<file path="src/pkg/cfx_pkg.sv">
// Constants, encodings and timing counts for the call and flag executor.
// Assumes a 32-bit core datapath and a 25 MHz core clock.
package cfx_pkg;
  // Instruction classes handed over by the decoder
  typedef enum logic [3:0] {
    OP_NONE = 4'h0, OP_CALL_REL = 4'h1, OP_CALL_IND = 4'h2,
    OP_CALL_FAR_DIR = 4'h3, OP_CALL_FAR_IND = 4'h4, OP_BYTE_TO_WORD = 4'h5,
    OP_DWORD_TO_QWORD = 4'h6, OP_CLR_CARRY = 4'h7, OP_CLR_DIR = 4'h8,
    OP_CLR_INT = 4'h9, OP_CLR_TS = 4'ha
  } cfx_op_type;
  // Operating modes
  typedef enum logic [1:0] {
    MODE_REAL = 2'h0, MODE_PROT = 2'h1, MODE_V86 = 2'h2
  } cfx_mode_type;
  // Kind of control transfer of a call
  typedef enum logic [1:0] {
    XFER_NEAR = 2'h0, XFER_FAR_SAME = 2'h1, XFER_FAR_INTER = 2'h2,
    XFER_TASK = 2'h3
  } cfx_xfer_type;
  // Opcode bytes, kept for the decoder side
  localparam logic [7:0] OPC_BYTE_TO_WORD = 8'h98;
  localparam logic [7:0] OPC_DWORD_TO_QWORD = 8'h99;
  localparam logic [7:0] OPC_CLR_CARRY = 8'hf8;
  localparam logic [7:0] OPC_CLR_DIR = 8'hfc;
  localparam logic [7:0] OPC_CLR_INT = 8'hfa;
  localparam logic [15:0] OPC_CLR_TS = 16'h0f06;
  // Execution clocks per instruction
  localparam logic [3:0] CLK_BYTE_TO_WORD = 4'h3;
  localparam logic [3:0] CLK_DWORD_TO_QWORD = 4'h3;
  localparam logic [3:0] CLK_CLR_CARRY = 4'h2;
  localparam logic [3:0] CLK_CLR_DIR = 4'h2;
  localparam logic [3:0] CLK_CLR_INT = 4'h5;
  localparam logic [3:0] CLK_CLR_TS = 4'h7;
  // Fault vectors
  localparam logic [7:0] VEC_STACK = 8'h0c;
  localparam logic [7:0] VEC_GEN_PROT = 8'h0d;
  localparam logic [7:0] VEC_PAGE = 8'h0e;
  localparam logic [7:0] VEC_ALIGN = 8'h11;
  // Masks and limits
  localparam logic [31:0] LOW_WORD_MASK = 32'h0000_ffff;
  localparam logic [32:0] REAL_EA_MAX = 33'h0_0000_ffff;
  localparam logic [31:0] SIGN_FILL = 32'hffff_ffff;
  // Flag bit positions and reset value
  localparam int FLAG_CARRY = 0;
  localparam int FLAG_INT_EN = 9;
  localparam int FLAG_DIR = 10;
  localparam int FLAG_IO_PRIVILEGE_LEVEL_LO = 12;
  localparam logic [31:0] FLAGS_RESET = 32'h0000_0002;
  // Control register zero bit positions
  localparam int CR0_MP = 1;
  localparam int CR0_TS = 3;
  // Register port offsets
  localparam logic [3:0] REG_CTRL = 4'h0;
  localparam logic [3:0] REG_FLAGS = 4'h4;
  localparam logic [3:0] REG_STATUS = 4'h8;
  // Access-rights byte fields
  localparam int AR_DPL_LO = 5;
  localparam int AR_SEG = 4;
  localparam int AR_CODE = 3;
  localparam int AR_CONF = 2;
  localparam logic [3:0] AR_TASK_GATE = 4'h5;
  localparam logic [3:0] AR_TSS_AVAIL = 4'h9;
  localparam logic [3:0] AR_CALL_GATE = 4'hc;
endpackage : cfx_pkg

</file>
<file path="src/core/cfx_exec.sv">
// Executor for calls, sign extensions and flag/task-switched clears.
// Assumes operands held stable from issue until done; memory, stack and
// descriptor lookups are done by the core around this block.
//
// The implementer's own choices: strobed register access and the register addresses.
`timescale 1ns/10ps
`default_nettype none

// Summary of operation
// RL1: 16-bit relative call clears upper instruction pointer half.
// RL2: Relative target is next instruction address plus signed displacement.
// RL3: Near call pushes the next sequential offset before jumping.
// RL4: Near indirect target is operand value, 16 or 32 bits by size.
// RL5: Far pointer is 4 or 6 bytes, immediate or from memory.
// RL6: Real/V86 far call loads 16-bit selector and 16/32-bit offset.
// RL7: Real/V86 far call pushes selector and instruction pointer.
// RL8: Protected far call picks transfer kind from access-rights byte.
// RL9: Stack-based memory operand uses stack pointer from before call.
// RL10: Task switch loads all flags; other calls leave flags alone.
// RL11: Near direct: GP 13 past code limit, SS 12 on stack overrun.
// RL12: Near indirect: GP 13 bad address or limit, SS 12 bad stack.
// RL13: Near calls: page fault 14, alignment 17 at privilege 3.
// RL14: Real/V86: GP 13 if operand leaves 0 to 0FFFFh.
// RL15: Byte to word, 3 clocks, fills high byte with sign, no flags.
// RL16: Dword to qword, 3 clocks, fills data register with sign.
// RL17: Clear carry, 2 clocks, touches nothing else.
// RL18: Clear direction, 2 clocks, string ops then increment.
// RL19: Clear interrupt enable, 5 clocks, only if privilege allows.
// RL20: Protected/V86 clear interrupt with low privilege raises GP 13.
// RL21: Clear task-switched, 7 clocks, privilege level 0 only.
// RL22: Every task switch sets the task-switched bit.
// RL23: Escape traps on task-switched; wait needs monitor bit too.
// RL24: Clear task-switched off level 0 in protected/V86 raises GP 13.
module cfx_exec #(
  parameter int CALL_CLOCKS = 3
) (
  input wire logic sys_clk_in,
  input wire logic nrst_in,
  input wire logic issue_in,
  input wire cfx_pkg::cfx_op_type op_in,
  input wire logic osz32_in,
  input wire cfx_pkg::cfx_mode_type mode_in,
  input wire logic [1:0] current_privilege_level_in,
  input wire logic [31:0] next_ip_in,
  input wire logic [31:0] disp_in,
  input wire logic [31:0] ind_target_in,
  input wire logic ind_mem_in,
  input wire logic [15:0] far_sel_in,
  input wire logic [31:0] far_off_in,
  input wire logic [7:0] access_rights_byte_in,
  input wire logic [15:0] cur_cs_in,
  input wire logic [31:0] cs_limit_in,
  input wire logic [31:0] stack_pointer_in,
  input wire logic sp_base_in,
  input wire logic [31:0] ea_base_in,
  input wire logic [31:0] ea_disp_in,
  input wire logic ea_bad_in,
  input wire logic stack_bad_in,
  input wire logic page_fault_in,
  input wire logic misaligned_in,
  input wire logic [31:0] task_flags_in,
  input wire logic [7:0] accum_low_byte_in,
  input wire logic [31:0] accum_dword_in,
  input wire logic esc_check_in,
  input wire logic wait_check_in,
  input wire logic [3:0] reg_addr_in,
  input wire logic [31:0] reg_wdata_in,
  input wire logic reg_wr_in,
  input wire logic reg_rd_in,
  output logic busy_out,
  output logic done_out,
  output logic fault_out,
  output logic [7:0] fault_vec_out,
  output logic ip_wr_out,
  output logic [31:0] instruction_pointer_out,
  output logic cs_wr_out,
  output logic [15:0] cs_out,
  output logic push_ip_out,
  output logic push_cs_out,
  output logic [31:0] ret_ip_out,
  output logic [15:0] ret_cs_out,
  output logic [31:0] mem_ea_out,
  output cfx_pkg::cfx_xfer_type xfer_out,
  output logic task_switch_out,
  output logic ah_wr_out,
  output logic [7:0] accum_high_byte_out,
  output logic edx_wr_out,
  output logic [31:0] data_dword_reg_out,
  output logic [31:0] flags_out,
  output logic task_switched_bit_out,
  output logic coproc_trap_out,
  output logic [31:0] reg_rdata_out
);
  import cfx_pkg::*;

  initial begin
    if (CALL_CLOCKS < 1 || CALL_CLOCKS > 15) begin
      $error("CALL_CLOCKS must lie in 1 to 15");
    end
  end

  typedef enum logic [1:0] {ST_IDLE = 2'b00, ST_RUN = 2'b01} cfx_state_type;

  cfx_state_type state_q, state_d;
  cfx_op_type op_q, op_d;
  logic [3:0] cnt_q, cnt_d;
  logic busy_q, busy_d, done_q, done_d, fault_q, fault_d;
  logic [7:0] vec_q, vec_d;
  logic ipw_q, ipw_d, csw_q, csw_d, pip_q, pip_d, pcs_q, pcs_d;
  logic [31:0] ip_q, ip_d, rip_q, rip_d, ea_q, ea_d;
  logic [15:0] cs_q, cs_d, rcs_q, rcs_d;
  cfx_xfer_type xfer_q, xfer_d;
  logic tsw_q, tsw_d, ahw_q, ahw_d, edw_q, edw_d;
  logic [7:0] ah_q, ah_d;
  logic [31:0] edx_q, edx_d, flags_q, flags_d, rd_q, rd_d;
  logic ts_q, ts_d, mp_q, mp_d, trap_q, trap_d;

  // Per-op quantities at the finishing cycle
  logic fin, prot, rv, cpl3, near_op, far_op, mem_op;
  logic [31:0] tgt, ip_word;
  logic [32:0] ea_end;
  logic [1:0] io_privilege_level, dpl;
  logic [3:0] clocks;

  ////////////////////////////////////////////////////////////////////////
  // Sequencing and call/extension results
  always_comb begin
    fin = (state_q == ST_RUN) && (cnt_q == 4'h0);
    prot = (mode_in == MODE_PROT);
    rv = !prot;
    cpl3 = (current_privilege_level_in == 2'h3);
    near_op = (op_q == OP_CALL_REL) || (op_q == OP_CALL_IND);
    far_op = (op_q == OP_CALL_FAR_DIR) || (op_q == OP_CALL_FAR_IND);
    mem_op = (op_q == OP_CALL_FAR_IND) || ((op_q == OP_CALL_IND) && ind_mem_in);
    io_privilege_level = flags_q[FLAG_IO_PRIVILEGE_LEVEL_LO +: 2];
    dpl = access_rights_byte_in[AR_DPL_LO +: 2];
    // Last byte of the memory operand for the range check
    ea_end = {1'b0, ea_q} + {30'h0, osz32_in, !osz32_in, 1'b1}
      + (op_q == OP_CALL_FAR_IND ? 33'h2 : 33'h0) - 33'h2; // see RL5
    ip_word = osz32_in ? next_ip_in : (next_ip_in & LOW_WORD_MASK);
    unique case (op_q)
      OP_CALL_REL: tgt = next_ip_in + disp_in; // see RL2
      OP_CALL_IND: tgt = ind_target_in; // see RL4
      default: tgt = far_off_in; // see RL6
    endcase
    if (!osz32_in) begin
      tgt = tgt & LOW_WORD_MASK; // see RL1
    end
    // Clocks of the op offered for issue
    unique case (op_in)
      OP_BYTE_TO_WORD: clocks = CLK_BYTE_TO_WORD;
      OP_DWORD_TO_QWORD: clocks = CLK_DWORD_TO_QWORD;
      OP_CLR_CARRY: clocks = CLK_CLR_CARRY;
      OP_CLR_DIR: clocks = CLK_CLR_DIR;
      OP_CLR_INT: clocks = CLK_CLR_INT;
      OP_CLR_TS: clocks = CLK_CLR_TS;
      default: clocks = CALL_CLOCKS[3:0];
    endcase

    state_d = state_q;
    op_d = op_q;
    cnt_d = cnt_q;
    busy_d = busy_q;
    done_d = 1'b0;
    fault_d = 1'b0;
    vec_d = vec_q;
    {ipw_d, csw_d, pip_d, pcs_d, tsw_d, ahw_d, edw_d} = 7'h00;
    ip_d = ip_q;
    cs_d = cs_q;
    rip_d = rip_q;
    rcs_d = rcs_q;
    ea_d = ea_q;
    xfer_d = xfer_q;
    ah_d = ah_q;
    edx_d = edx_q;
    unique case (state_q)
      ST_IDLE: begin
        if (issue_in) begin
          state_d = ST_RUN;
          busy_d = 1'b1;
          op_d = op_in;
          cnt_d = clocks - 4'h1;
          // Stack pointer sampled before any push of this call
          ea_d = (sp_base_in ? stack_pointer_in : ea_base_in)
            + ea_disp_in; // see RL9
        end
      end
      ST_RUN: begin
        cnt_d = cnt_q - 4'h1;
        if (fin) begin
          state_d = ST_IDLE;
          busy_d = 1'b0;
          done_d = 1'b1;
        end
      end
      default: begin
        state_d = ST_IDLE;
        busy_d = 1'b0;
      end
    endcase

    if (fin) begin
      if (near_op || far_op) begin
        // Fault checks, first hit wins
        if (rv && mem_op && ea_end > REAL_EA_MAX) begin
          fault_d = 1'b1; // see RL14
          vec_d = VEC_GEN_PROT;
        end else if (prot && op_q == OP_CALL_IND && ea_bad_in) begin
          fault_d = 1'b1; // see RL12
          vec_d = VEC_GEN_PROT;
        end else if (mode_in != MODE_REAL && page_fault_in) begin
          fault_d = 1'b1; // see RL13
          vec_d = VEC_PAGE;
        end else if (mode_in != MODE_REAL && cpl3 && misaligned_in) begin
          fault_d = 1'b1; // see RL13
          vec_d = VEC_ALIGN;
        end else if (prot && stack_bad_in) begin
          fault_d = 1'b1; // see RL11 RL12
          vec_d = VEC_STACK;
        end else if (prot && near_op && tgt > cs_limit_in) begin
          fault_d = 1'b1; // see RL11 RL12
          vec_d = VEC_GEN_PROT;
        end else if (prot && far_op && !access_rights_byte_in[AR_SEG]
            && access_rights_byte_in[3:0] != AR_TASK_GATE
            && access_rights_byte_in[3:0] != AR_TSS_AVAIL
            && access_rights_byte_in[3:0] != AR_CALL_GATE) begin
          fault_d = 1'b1;
          vec_d = VEC_GEN_PROT;
        end
        if (!fault_d) begin
          ipw_d = 1'b1;
          ip_d = tgt;
          rip_d = ip_word;
          rcs_d = cur_cs_in;
          xfer_d = XFER_NEAR;
          pip_d = 1'b1; // see RL3 RL7
          if (far_op) begin
            csw_d = 1'b1;
            cs_d = far_sel_in; // see RL6
            pcs_d = 1'b1; // see RL7
            if (prot) begin
              // Transfer kind from the descriptor type, see RL8
              if (access_rights_byte_in[AR_SEG]) begin
                xfer_d = XFER_FAR_SAME;
              end else if (access_rights_byte_in[3:0] == AR_CALL_GATE
                  && dpl < current_privilege_level_in) begin
                xfer_d = XFER_FAR_INTER;
              end else if (access_rights_byte_in[3:0] == AR_CALL_GATE) begin
                xfer_d = XFER_FAR_SAME;
              end else begin
                xfer_d = XFER_TASK;
                tsw_d = 1'b1;
                {pip_d, pcs_d} = 2'b00;
              end
            end
          end
        end
      end
      if (op_q == OP_BYTE_TO_WORD) begin
        ahw_d = 1'b1;
        ah_d = {8{accum_low_byte_in[7]}}; // see RL15
      end
      if (op_q == OP_DWORD_TO_QWORD) begin
        edw_d = 1'b1;
        edx_d = accum_dword_in[31] ? SIGN_FILL : 32'h0; // see RL16
      end
      if (op_q == OP_CLR_INT && current_privilege_level_in > io_privilege_level && rv == 1'b0
          || op_q == OP_CLR_INT && mode_in == MODE_V86
          && current_privilege_level_in > io_privilege_level) begin
        fault_d = 1'b1; // see RL20
        vec_d = VEC_GEN_PROT;
      end
      if (op_q == OP_CLR_TS && mode_in != MODE_REAL
          && current_privilege_level_in != 2'h0) begin
        fault_d = 1'b1; // see RL24
        vec_d = VEC_GEN_PROT;
      end
    end
  end

  ////////////////////////////////////////////////////////////////////////
  // Architectural state and register port
  always_comb begin
    flags_d = flags_q;
    ts_d = ts_q;
    mp_d = mp_q;
    if (reg_wr_in && reg_addr_in == REG_CTRL) begin
      ts_d = reg_wdata_in[CR0_TS];
      mp_d = reg_wdata_in[CR0_MP];
    end
    if (reg_wr_in && reg_addr_in == REG_FLAGS) begin
      flags_d = reg_wdata_in | FLAGS_RESET;
    end
    if (fin && !fault_d) begin
      unique case (op_q)
        OP_CLR_CARRY: flags_d[FLAG_CARRY] = 1'b0; // see RL17
        OP_CLR_DIR: flags_d[FLAG_DIR] = 1'b0; // see RL18
        OP_CLR_INT: flags_d[FLAG_INT_EN] = 1'b0; // see RL19
        OP_CLR_TS: ts_d = 1'b0; // see RL21
        default: flags_d = flags_d;
      endcase
    end
    // Task switch loads flags and sets the bit, winning over clears
    if (tsw_d) begin
      flags_d = task_flags_in | FLAGS_RESET; // see RL10
      ts_d = 1'b1; // see RL22
    end
    trap_d = ts_q && (esc_check_in || (wait_check_in && mp_q)); // see RL23
    rd_d = 32'h0;
    if (reg_rd_in) begin
      unique case (reg_addr_in)
        REG_CTRL: rd_d = {28'h0, ts_q, 1'b0, mp_q, 1'b0};
        REG_FLAGS: rd_d = flags_q;
        REG_STATUS: rd_d = {19'h0, op_q, vec_q, busy_q};
        default: rd_d = 32'h0;
      endcase
    end
  end

  // Registers
  always_ff @(posedge sys_clk_in or negedge nrst_in) begin
    if (!nrst_in) begin
      state_q <= ST_IDLE;
      op_q <= OP_NONE;
      cnt_q <= 4'h0;
      {busy_q, done_q, fault_q, ipw_q, csw_q, pip_q, pcs_q} <= 7'h00;
      {tsw_q, ahw_q, edw_q, ts_q, mp_q, trap_q} <= 6'h00;
      vec_q <= 8'h00;
      ip_q <= 32'h0;
      rip_q <= 32'h0;
      ea_q <= 32'h0;
      edx_q <= 32'h0;
      rd_q <= 32'h0;
      cs_q <= 16'h0;
      rcs_q <= 16'h0;
      ah_q <= 8'h00;
      xfer_q <= XFER_NEAR;
      flags_q <= FLAGS_RESET;
    end else begin
      state_q <= state_d;
      op_q <= op_d;
      cnt_q <= cnt_d;
      {busy_q, done_q, fault_q, ipw_q, csw_q, pip_q, pcs_q} <=
        {busy_d, done_d, fault_d, ipw_d, csw_d, pip_d, pcs_d};
      {tsw_q, ahw_q, edw_q, ts_q, mp_q, trap_q} <=
        {tsw_d, ahw_d, edw_d, ts_d, mp_d, trap_d};
      vec_q <= vec_d;
      ip_q <= ip_d;
      rip_q <= rip_d;
      ea_q <= ea_d;
      edx_q <= edx_d;
      rd_q <= rd_d;
      cs_q <= cs_d;
      rcs_q <= rcs_d;
      ah_q <= ah_d;
      xfer_q <= xfer_d;
      flags_q <= flags_d;
    end
  end

  // Outputs straight from flops
  assign busy_out = busy_q;
  assign done_out = done_q;
  assign fault_out = fault_q;
  assign fault_vec_out = vec_q;
  assign ip_wr_out = ipw_q;
  assign instruction_pointer_out = ip_q;
  assign cs_wr_out = csw_q;
  assign cs_out = cs_q;
  assign push_ip_out = pip_q;
  assign push_cs_out = pcs_q;
  assign ret_ip_out = rip_q;
  assign ret_cs_out = rcs_q;
  assign mem_ea_out = ea_q;
  assign xfer_out = xfer_q;
  assign task_switch_out = tsw_q;
  assign ah_wr_out = ahw_q;
  assign accum_high_byte_out = ah_q;
  assign edx_wr_out = edw_q;
  assign data_dword_reg_out = edx_q;
  assign flags_out = flags_q;
  assign task_switched_bit_out = ts_q;
  assign coproc_trap_out = trap_q;
  assign reg_rdata_out = rd_q;

  ////////////////////////////////////////////////////////////////////////
  // Checks
  property p_rel16_upper;
    @(posedge sys_clk_in) disable iff (!nrst_in)
    ipw_d && op_q == OP_CALL_REL && !osz32_in
      |=> instruction_pointer_out[31:16] == 16'h0;
  endproperty
  a_rel16_upper: assert property (p_rel16_upper) // see RL1
    else $error("16-bit relative call left upper pointer bits set");

  property p_btw_clocks;
    @(posedge sys_clk_in) disable iff (!nrst_in)
    issue_in && !busy_out && op_in == OP_BYTE_TO_WORD
      |-> ##1 !done_out [*3] ##1 done_out && ah_wr_out;
  endproperty
  a_btw_clocks: assert property (p_btw_clocks) // see RL15
    else $error("byte to word did not finish in three clocks");

  property p_sign_fill;
    @(posedge sys_clk_in) disable iff (!nrst_in)
    edx_wr_out |-> data_dword_reg_out == {32{$past(accum_dword_in[31])}};
  endproperty
  a_sign_fill: assert property (p_sign_fill) // see RL16
    else $error("data register not filled with accumulator sign");

  property p_clr_carry;
    @(posedge sys_clk_in) disable iff (!nrst_in)
    done_out && op_q == OP_CLR_CARRY && !$past(reg_wr_in)
      |-> !flags_out[FLAG_CARRY]
      && flags_out[31:1] == $past(flags_out[31:1]);
  endproperty
  a_clr_carry: assert property (p_clr_carry) // see RL17
    else $error("clear carry touched other flags or left carry set");

  property p_cli_fault;
    @(posedge sys_clk_in) disable iff (!nrst_in)
    fin && op_q == OP_CLR_INT && mode_in != MODE_REAL
      && current_privilege_level_in > io_privilege_level
      |=> fault_out && fault_vec_out == VEC_GEN_PROT;
  endproperty
  a_cli_fault: assert property (p_cli_fault) // see RL20
    else $error("unprivileged interrupt clear did not fault");

  property p_clear_task_switched_insn_fault;
    @(posedge sys_clk_in) disable iff (!nrst_in)
    fin && op_q == OP_CLR_TS && mode_in != MODE_REAL
      && current_privilege_level_in != 2'h0 && !reg_wr_in
      |=> fault_out && task_switched_bit_out == $past(task_switched_bit_out);
  endproperty
  a_clear_task_switched_insn_fault: assert property (p_clear_task_switched_insn_fault) // see RL24
    else $error("task-switched clear off level 0 did not fault");

  property p_ts_set;
    @(posedge sys_clk_in) disable iff (!nrst_in)
    task_switch_out |-> task_switched_bit_out && xfer_out == XFER_TASK;
  endproperty
  a_ts_set: assert property (p_ts_set) // see RL22
    else $error("task switch did not set task-switched bit");

  property p_trap;
    @(posedge sys_clk_in) disable iff (!nrst_in)
    task_switched_bit_out && esc_check_in ##1 1'b1 |-> coproc_trap_out;
  endproperty
  a_trap: assert property (p_trap) // see RL23
    else $error("escape not trapped with task-switched set");

  property p_call_flags;
    @(posedge sys_clk_in) disable iff (!nrst_in)
    done_out && !task_switch_out && (near_op || far_op) && !$past(reg_wr_in)
      |-> flags_out == $past(flags_out);
  endproperty
  a_call_flags: assert property (p_call_flags) // see RL10
    else $error("call without task switch changed flags");
endmodule : cfx_exec

`default_nettype wire

</file>
<file path="config.mk">
export PLATFORM = sky130hd
export DESIGN_NAME = cfx_exec
export DESIGN_NICKNAME = d
export VERILOG_FILES = /design/src/pkg/cfx_pkg.sv /design/src/core/cfx_exec.sv
export SDC_FILE = /design/constraint.sdc
export NUM_CORES = 1
export LEC_CHECK = 0
export ABC_AREA = 1
export BUFFER_PORTS_ARGS = -buffer_cell sky130_fd_sc_hd__buf_4
export CORE_AREA = 2 2 265 267
export CTS_BUF_LIST = sky130_fd_sc_hd__clkbuf_4 sky130_fd_sc_hd__clkbuf_8
export DETAILED_ROUTE_END_ITERATION = 8
export DIE_AREA = 0 0 267 269
export SLEW_MARGIN = 20
export SYNTH_ARGS = -nofsm -noshare
export SYNTH_HDL_FRONTEND = slang
export SYNTH_SLANG_ARGS = --single-unit
</file>
<file path="constraint.sdc">
create_clock -name sys_clk_in -period 4.17 [get_ports sys_clk_in]
set_input_delay 0.834 -clock sys_clk_in [delete_from_list [all_inputs] [get_ports sys_clk_in]]
set_output_delay 0.834 -clock sys_clk_in [all_outputs]
set_load 0.05 [all_outputs]
</file>
==> out/qor.json <==
{
  "outcome": {
    "run_status": "finished, violations left",
    "violated_checks": "negative setup slack"
  },
  "route": {
    "routed_via_density": 4.547,
    "route.vias.total": 19830,
    "drt-wirelength-per-cell_um": 17.61,
    "finalWirelength_um": 76800,
    "antenna_violating_nets_post_route": 0,
    "drt-initial-drc-count": 1107,
    "drt_drc_violations_left": 0,
    "first_pass_iters": 8
  },
  "logic_synthesis": {
    "synthesis.area_per_instance_um2": 6.728,
    "area_of_the_mapped_netlist_mm2": 0.01713,
    "area_fraction_in_and_or_nand_and_nor_cells_after_synthesis_pct": 31.22,
    "synth-seq-area-share_pct": 32.29,
    "yosysWarningCount": 0,
    "postSynthCellCount": 2546,
    "postSynthRegisterBits": 221,
    "yosys.cell_types.count": 53,
    "post_synthesis_compound_gate_area_fraction_pct": 11.61,
    "muxShareOfSynthArea_pct": 2.096,
    "yosys.area_share.adder_pct": 10.07,
    "synth_top_family_by_area": "simple AND/OR/NAND/NOR gates",
    "synth-async-reset-ratio_pct": 100.0,
    "synthFlopType": "sky130_fd_sc_hd__dfrtp_1",
    "synth-xor-area-share_pct": 0.9714,
    "synth_edf_count": 0
  },
  "final_layout": {
    "finish.cell_count_without_fillers": 4361,
    "area.growth.synth_to_final_pct": 59.15,
    "drive_gt1_share_pct": 36.76,
    "mostFrequentLayoutCells": "sky130_fd_sc_hd__buf_4 (829), sky130_fd_sc_hd__nand2_1 (766), sky130_fd_sc_hd__inv_1 (361)",
    "fill_cell_total_of_the_finished_layout": 7197,
    "fin_nets": 3940,
    "layout.cells.most_common": "sky130_fd_sc_hd__buf_4"
  },
  "sta": {
    "fin_skew_ns": 0.02979,
    "worst_pin_slew_ns": 0.9296,
    "layout_worst_path_cycle_share_pct": 105.5,
    "max_clock_freq_mhz": 227.3,
    "finalWorstPathRequiredPeriod_ns": 4.400,
    "finalHoldViolCount": 0,
    "rsz0062_at_grt": "true",
    "relSlewSlack_pct": 37.87,
    "setup_viol_count_final": 139,
    "post-route-worst-setup-slack_ns": -0.2303,
    "whs_ns": 0.1513,
    "timing.final.max_slew_violations": 0
  },
  "floorplanning": {
    "floorplan.die.width_um": 267,
    "start_util_pct": 24.72,
    "die_area_mm2": 0.07182,
    "io_pins": 680,
    "die_h_um": 269,
    "core_region_area_mm2": 0.06930,
    "floorplan_row_count": 97
  },
  "clock_network": {
    "clock_tree.buffer_depth": 3,
    "cts.sink_count": 221,
    "cts-htree-levels": 2,
    "numCtsBuffers": 44,
    "clock-root-buffer": "sky130_fd_sc_hd__clkbuf_8",
    "postCtsHoldBufs": 0,
    "cts_tree": "built",
    "clk_pin_slew_worst_paths_ns": 0.06,
    "clock_latency_ns": 0.61
  },
  "run": {
    "max_cap_violations": 0
  },
  "pwr": {
    "peakVddDrop_uv": 326.7,
    "power-per-cell-area_mw_per_mm2": 661.3,
    "leakage_power_nw": 14.85
  },
  "grt": {
    "grt_util_all_layers_pct": 20.34,
    "pin_count_of_the_biggest_net_entering_global_routing": 65,
    "grt_antenna_before_repair": 13,
    "grt_pass1_vias": 19200,
    "globalRouteOverflowTotal": 0,
    "global_route_wire_length_before_repair_um": 112100
  },
  "hold_path": {
    "worst_hold_path_type": "input pin to async pin"
  },
  "setup_path": {
    "timing.critical_path.to_type": "flip-flop",
    "timing.critical_path.mode_cell": "sky130_fd_sc_hd__nand2_1",
    "worst-setup-path-type": "input pin to flip-flop",
    "start_kind": "input pin",
    "crit_path_max_incr_delay_ns": 0.32,
    "critical_path.slowest_cell": "sky130_fd_sc_hd__ha_1",
    "critical_path_required_ns": 4.66,
    "path_max_fanout": 6,
    "timing.critical_path.arrival_ns": 4.90
  },
  "placed_design": {
    "dp_hpwl_um": 59170,
    "gp_routability_congestion": 0.9415,
    "port-buffer-count": 636,
    "dpl.cell_count": 4203
  }
}
==> final cells by class <==
cell class,instances,area (um2),area share (%)
diodes,12,30.03,0.1101
clock buffers,66,845.8,3.102
clock inverters,11,170.2,0.6242
inverters,385,1476,5.416
multi-input cells,1840,10680,39.17
flip-flops and latches,221,5533,20.29
well taps,940,1176,4.314
repair buffers,886,7353,26.97
==> metal layers <==
metal | share of wire (%) | track usage [%] | vias to the layer above
li1 | - | - | 9846
met1 | 40 | 24.32 | 9098
met2 | 49 | 35.64 | 724
met3 | 7.1 | 4.100 | 163
met4 | 4.0 | 8.169 | 0
met5 | 0 | 0 | -
==> stage by stage <==
step | total power, mW | instance area (um2) | setup WS, ns | util [%] | TNS (ns)
after floorplan | 10.86 | 17310 | -0.07045 | - | -3.572
after global placement | 14.63 | 24160 | -1.073 | 34.87 | -142.04
after detailed placement | 14.69 | 24160 | -1.118 | 34.87 | -144.12
after CTS | 17.74 | 26290 | -0.2386 | 37.94 | -26.97
after global routing | 19.41 | 27260 | -0.4508 | 39.34 | -54.58
final | 18.03 | 27260 | -0.2303 | 39.34 | -24.35
==> state kept, by name (all words and copies together), names as in the netlist, 2 cells and up <==
name                     count
cnt_q                        4
cs_out                      16
fault_vec_out                4
flags_out                   32
instruction_pointer_out     32
mem_ea_out                  32
op_q                         4
reg_rdata_out               32
ret_cs_out                  16
ret_ip_out                  32
xfer_out                     2
==> cells in the mapped netlist, types with 13 or more instances <==
cell type	n	area, um2
sky130_fd_sc_hd__nor3_1	25	125.1
sky130_fd_sc_hd__ha_1	133	1664
sky130_fd_sc_hd__inv_1	371	1393
sky130_fd_sc_hd__clkbuf_1	41	153.9
sky130_fd_sc_hd__buf_2	15	75.07
sky130_fd_sc_hd__or2_2	13	81.33
sky130_fd_sc_hd__nor2_1	160	600.6
sky130_fd_sc_hd__mux2_2	31	349.1
sky130_fd_sc_hd__nand3_1	175	875.8
sky130_fd_sc_hd__o21ai_0	109	545.5
sky130_fd_sc_hd__a21oi_1	148	740.7
sky130_fd_sc_hd__dfrtp_1	220	5505
sky130_fd_sc_hd__buf_4	43	322.8
sky130_fd_sc_hd__nand2_1	860	3228
sky130_fd_sc_hd__nand4_1	27	168.9
sky130_fd_sc_hd__o21ai_1	14	70.07
sky130_fd_sc_hd__a31oi_1	28	175.2
==> final timing paths <==
kind	start	end	slack, ns	depth (start not counted)
setup / recovery	next_ip_in[13]	instruction_pointer_out[30]	-0.23	29
hold / removal	nrst_in	ret_ip_out[26]	0.15	1
setup reg to reg	op_q[3]	instruction_pointer_out[30]	-0.07	27
hold reg to reg	ret_ip_out[9]	ret_ip_out[9]	0.48	2
max in group asynchronous	nrst_in	ret_cs_out[9]	2.99	2
min in group sys_clk_in	cur_cs_in[15]	ret_cs_out[15]	0.42	3
==> critical path: cells and delay by family <==
| kind | cells | cell delay (ns) |
|---|---|---|
| compound gates | 8 | 1.51 |
| fa+ha+maj | 2 | 0.59 |
| buf+inv | 7 | 0.98 |
| simple gates | 12 | 0.96 |
==> cell families after synthesis <==
kind of cell,count (synthesis)
xor gates and xnor gates,19
and+or+nand+nor,1295
adders and majority gates,136
other,1
DFF,221
buffers and inverters,487
AOI/OAI and AO/OA,355
muxes,32
==> repair_timing <==
item / in CTS / in global routing
cloned: 16 / 5
setup buffers: 36 / 16
setup endpoints to repair: 140 / 141
gates resized for setup: 127 / 198
pin swaps: 27 / 84
==> power by group <==
part           internal (mW)  leakage, nW  switching (mW)
clock network           1.55        0.528            1.06
logic                   4.15         11.4            7.79
registers               2.83         2.90           0.652
(Power assumes the default switching activity.)
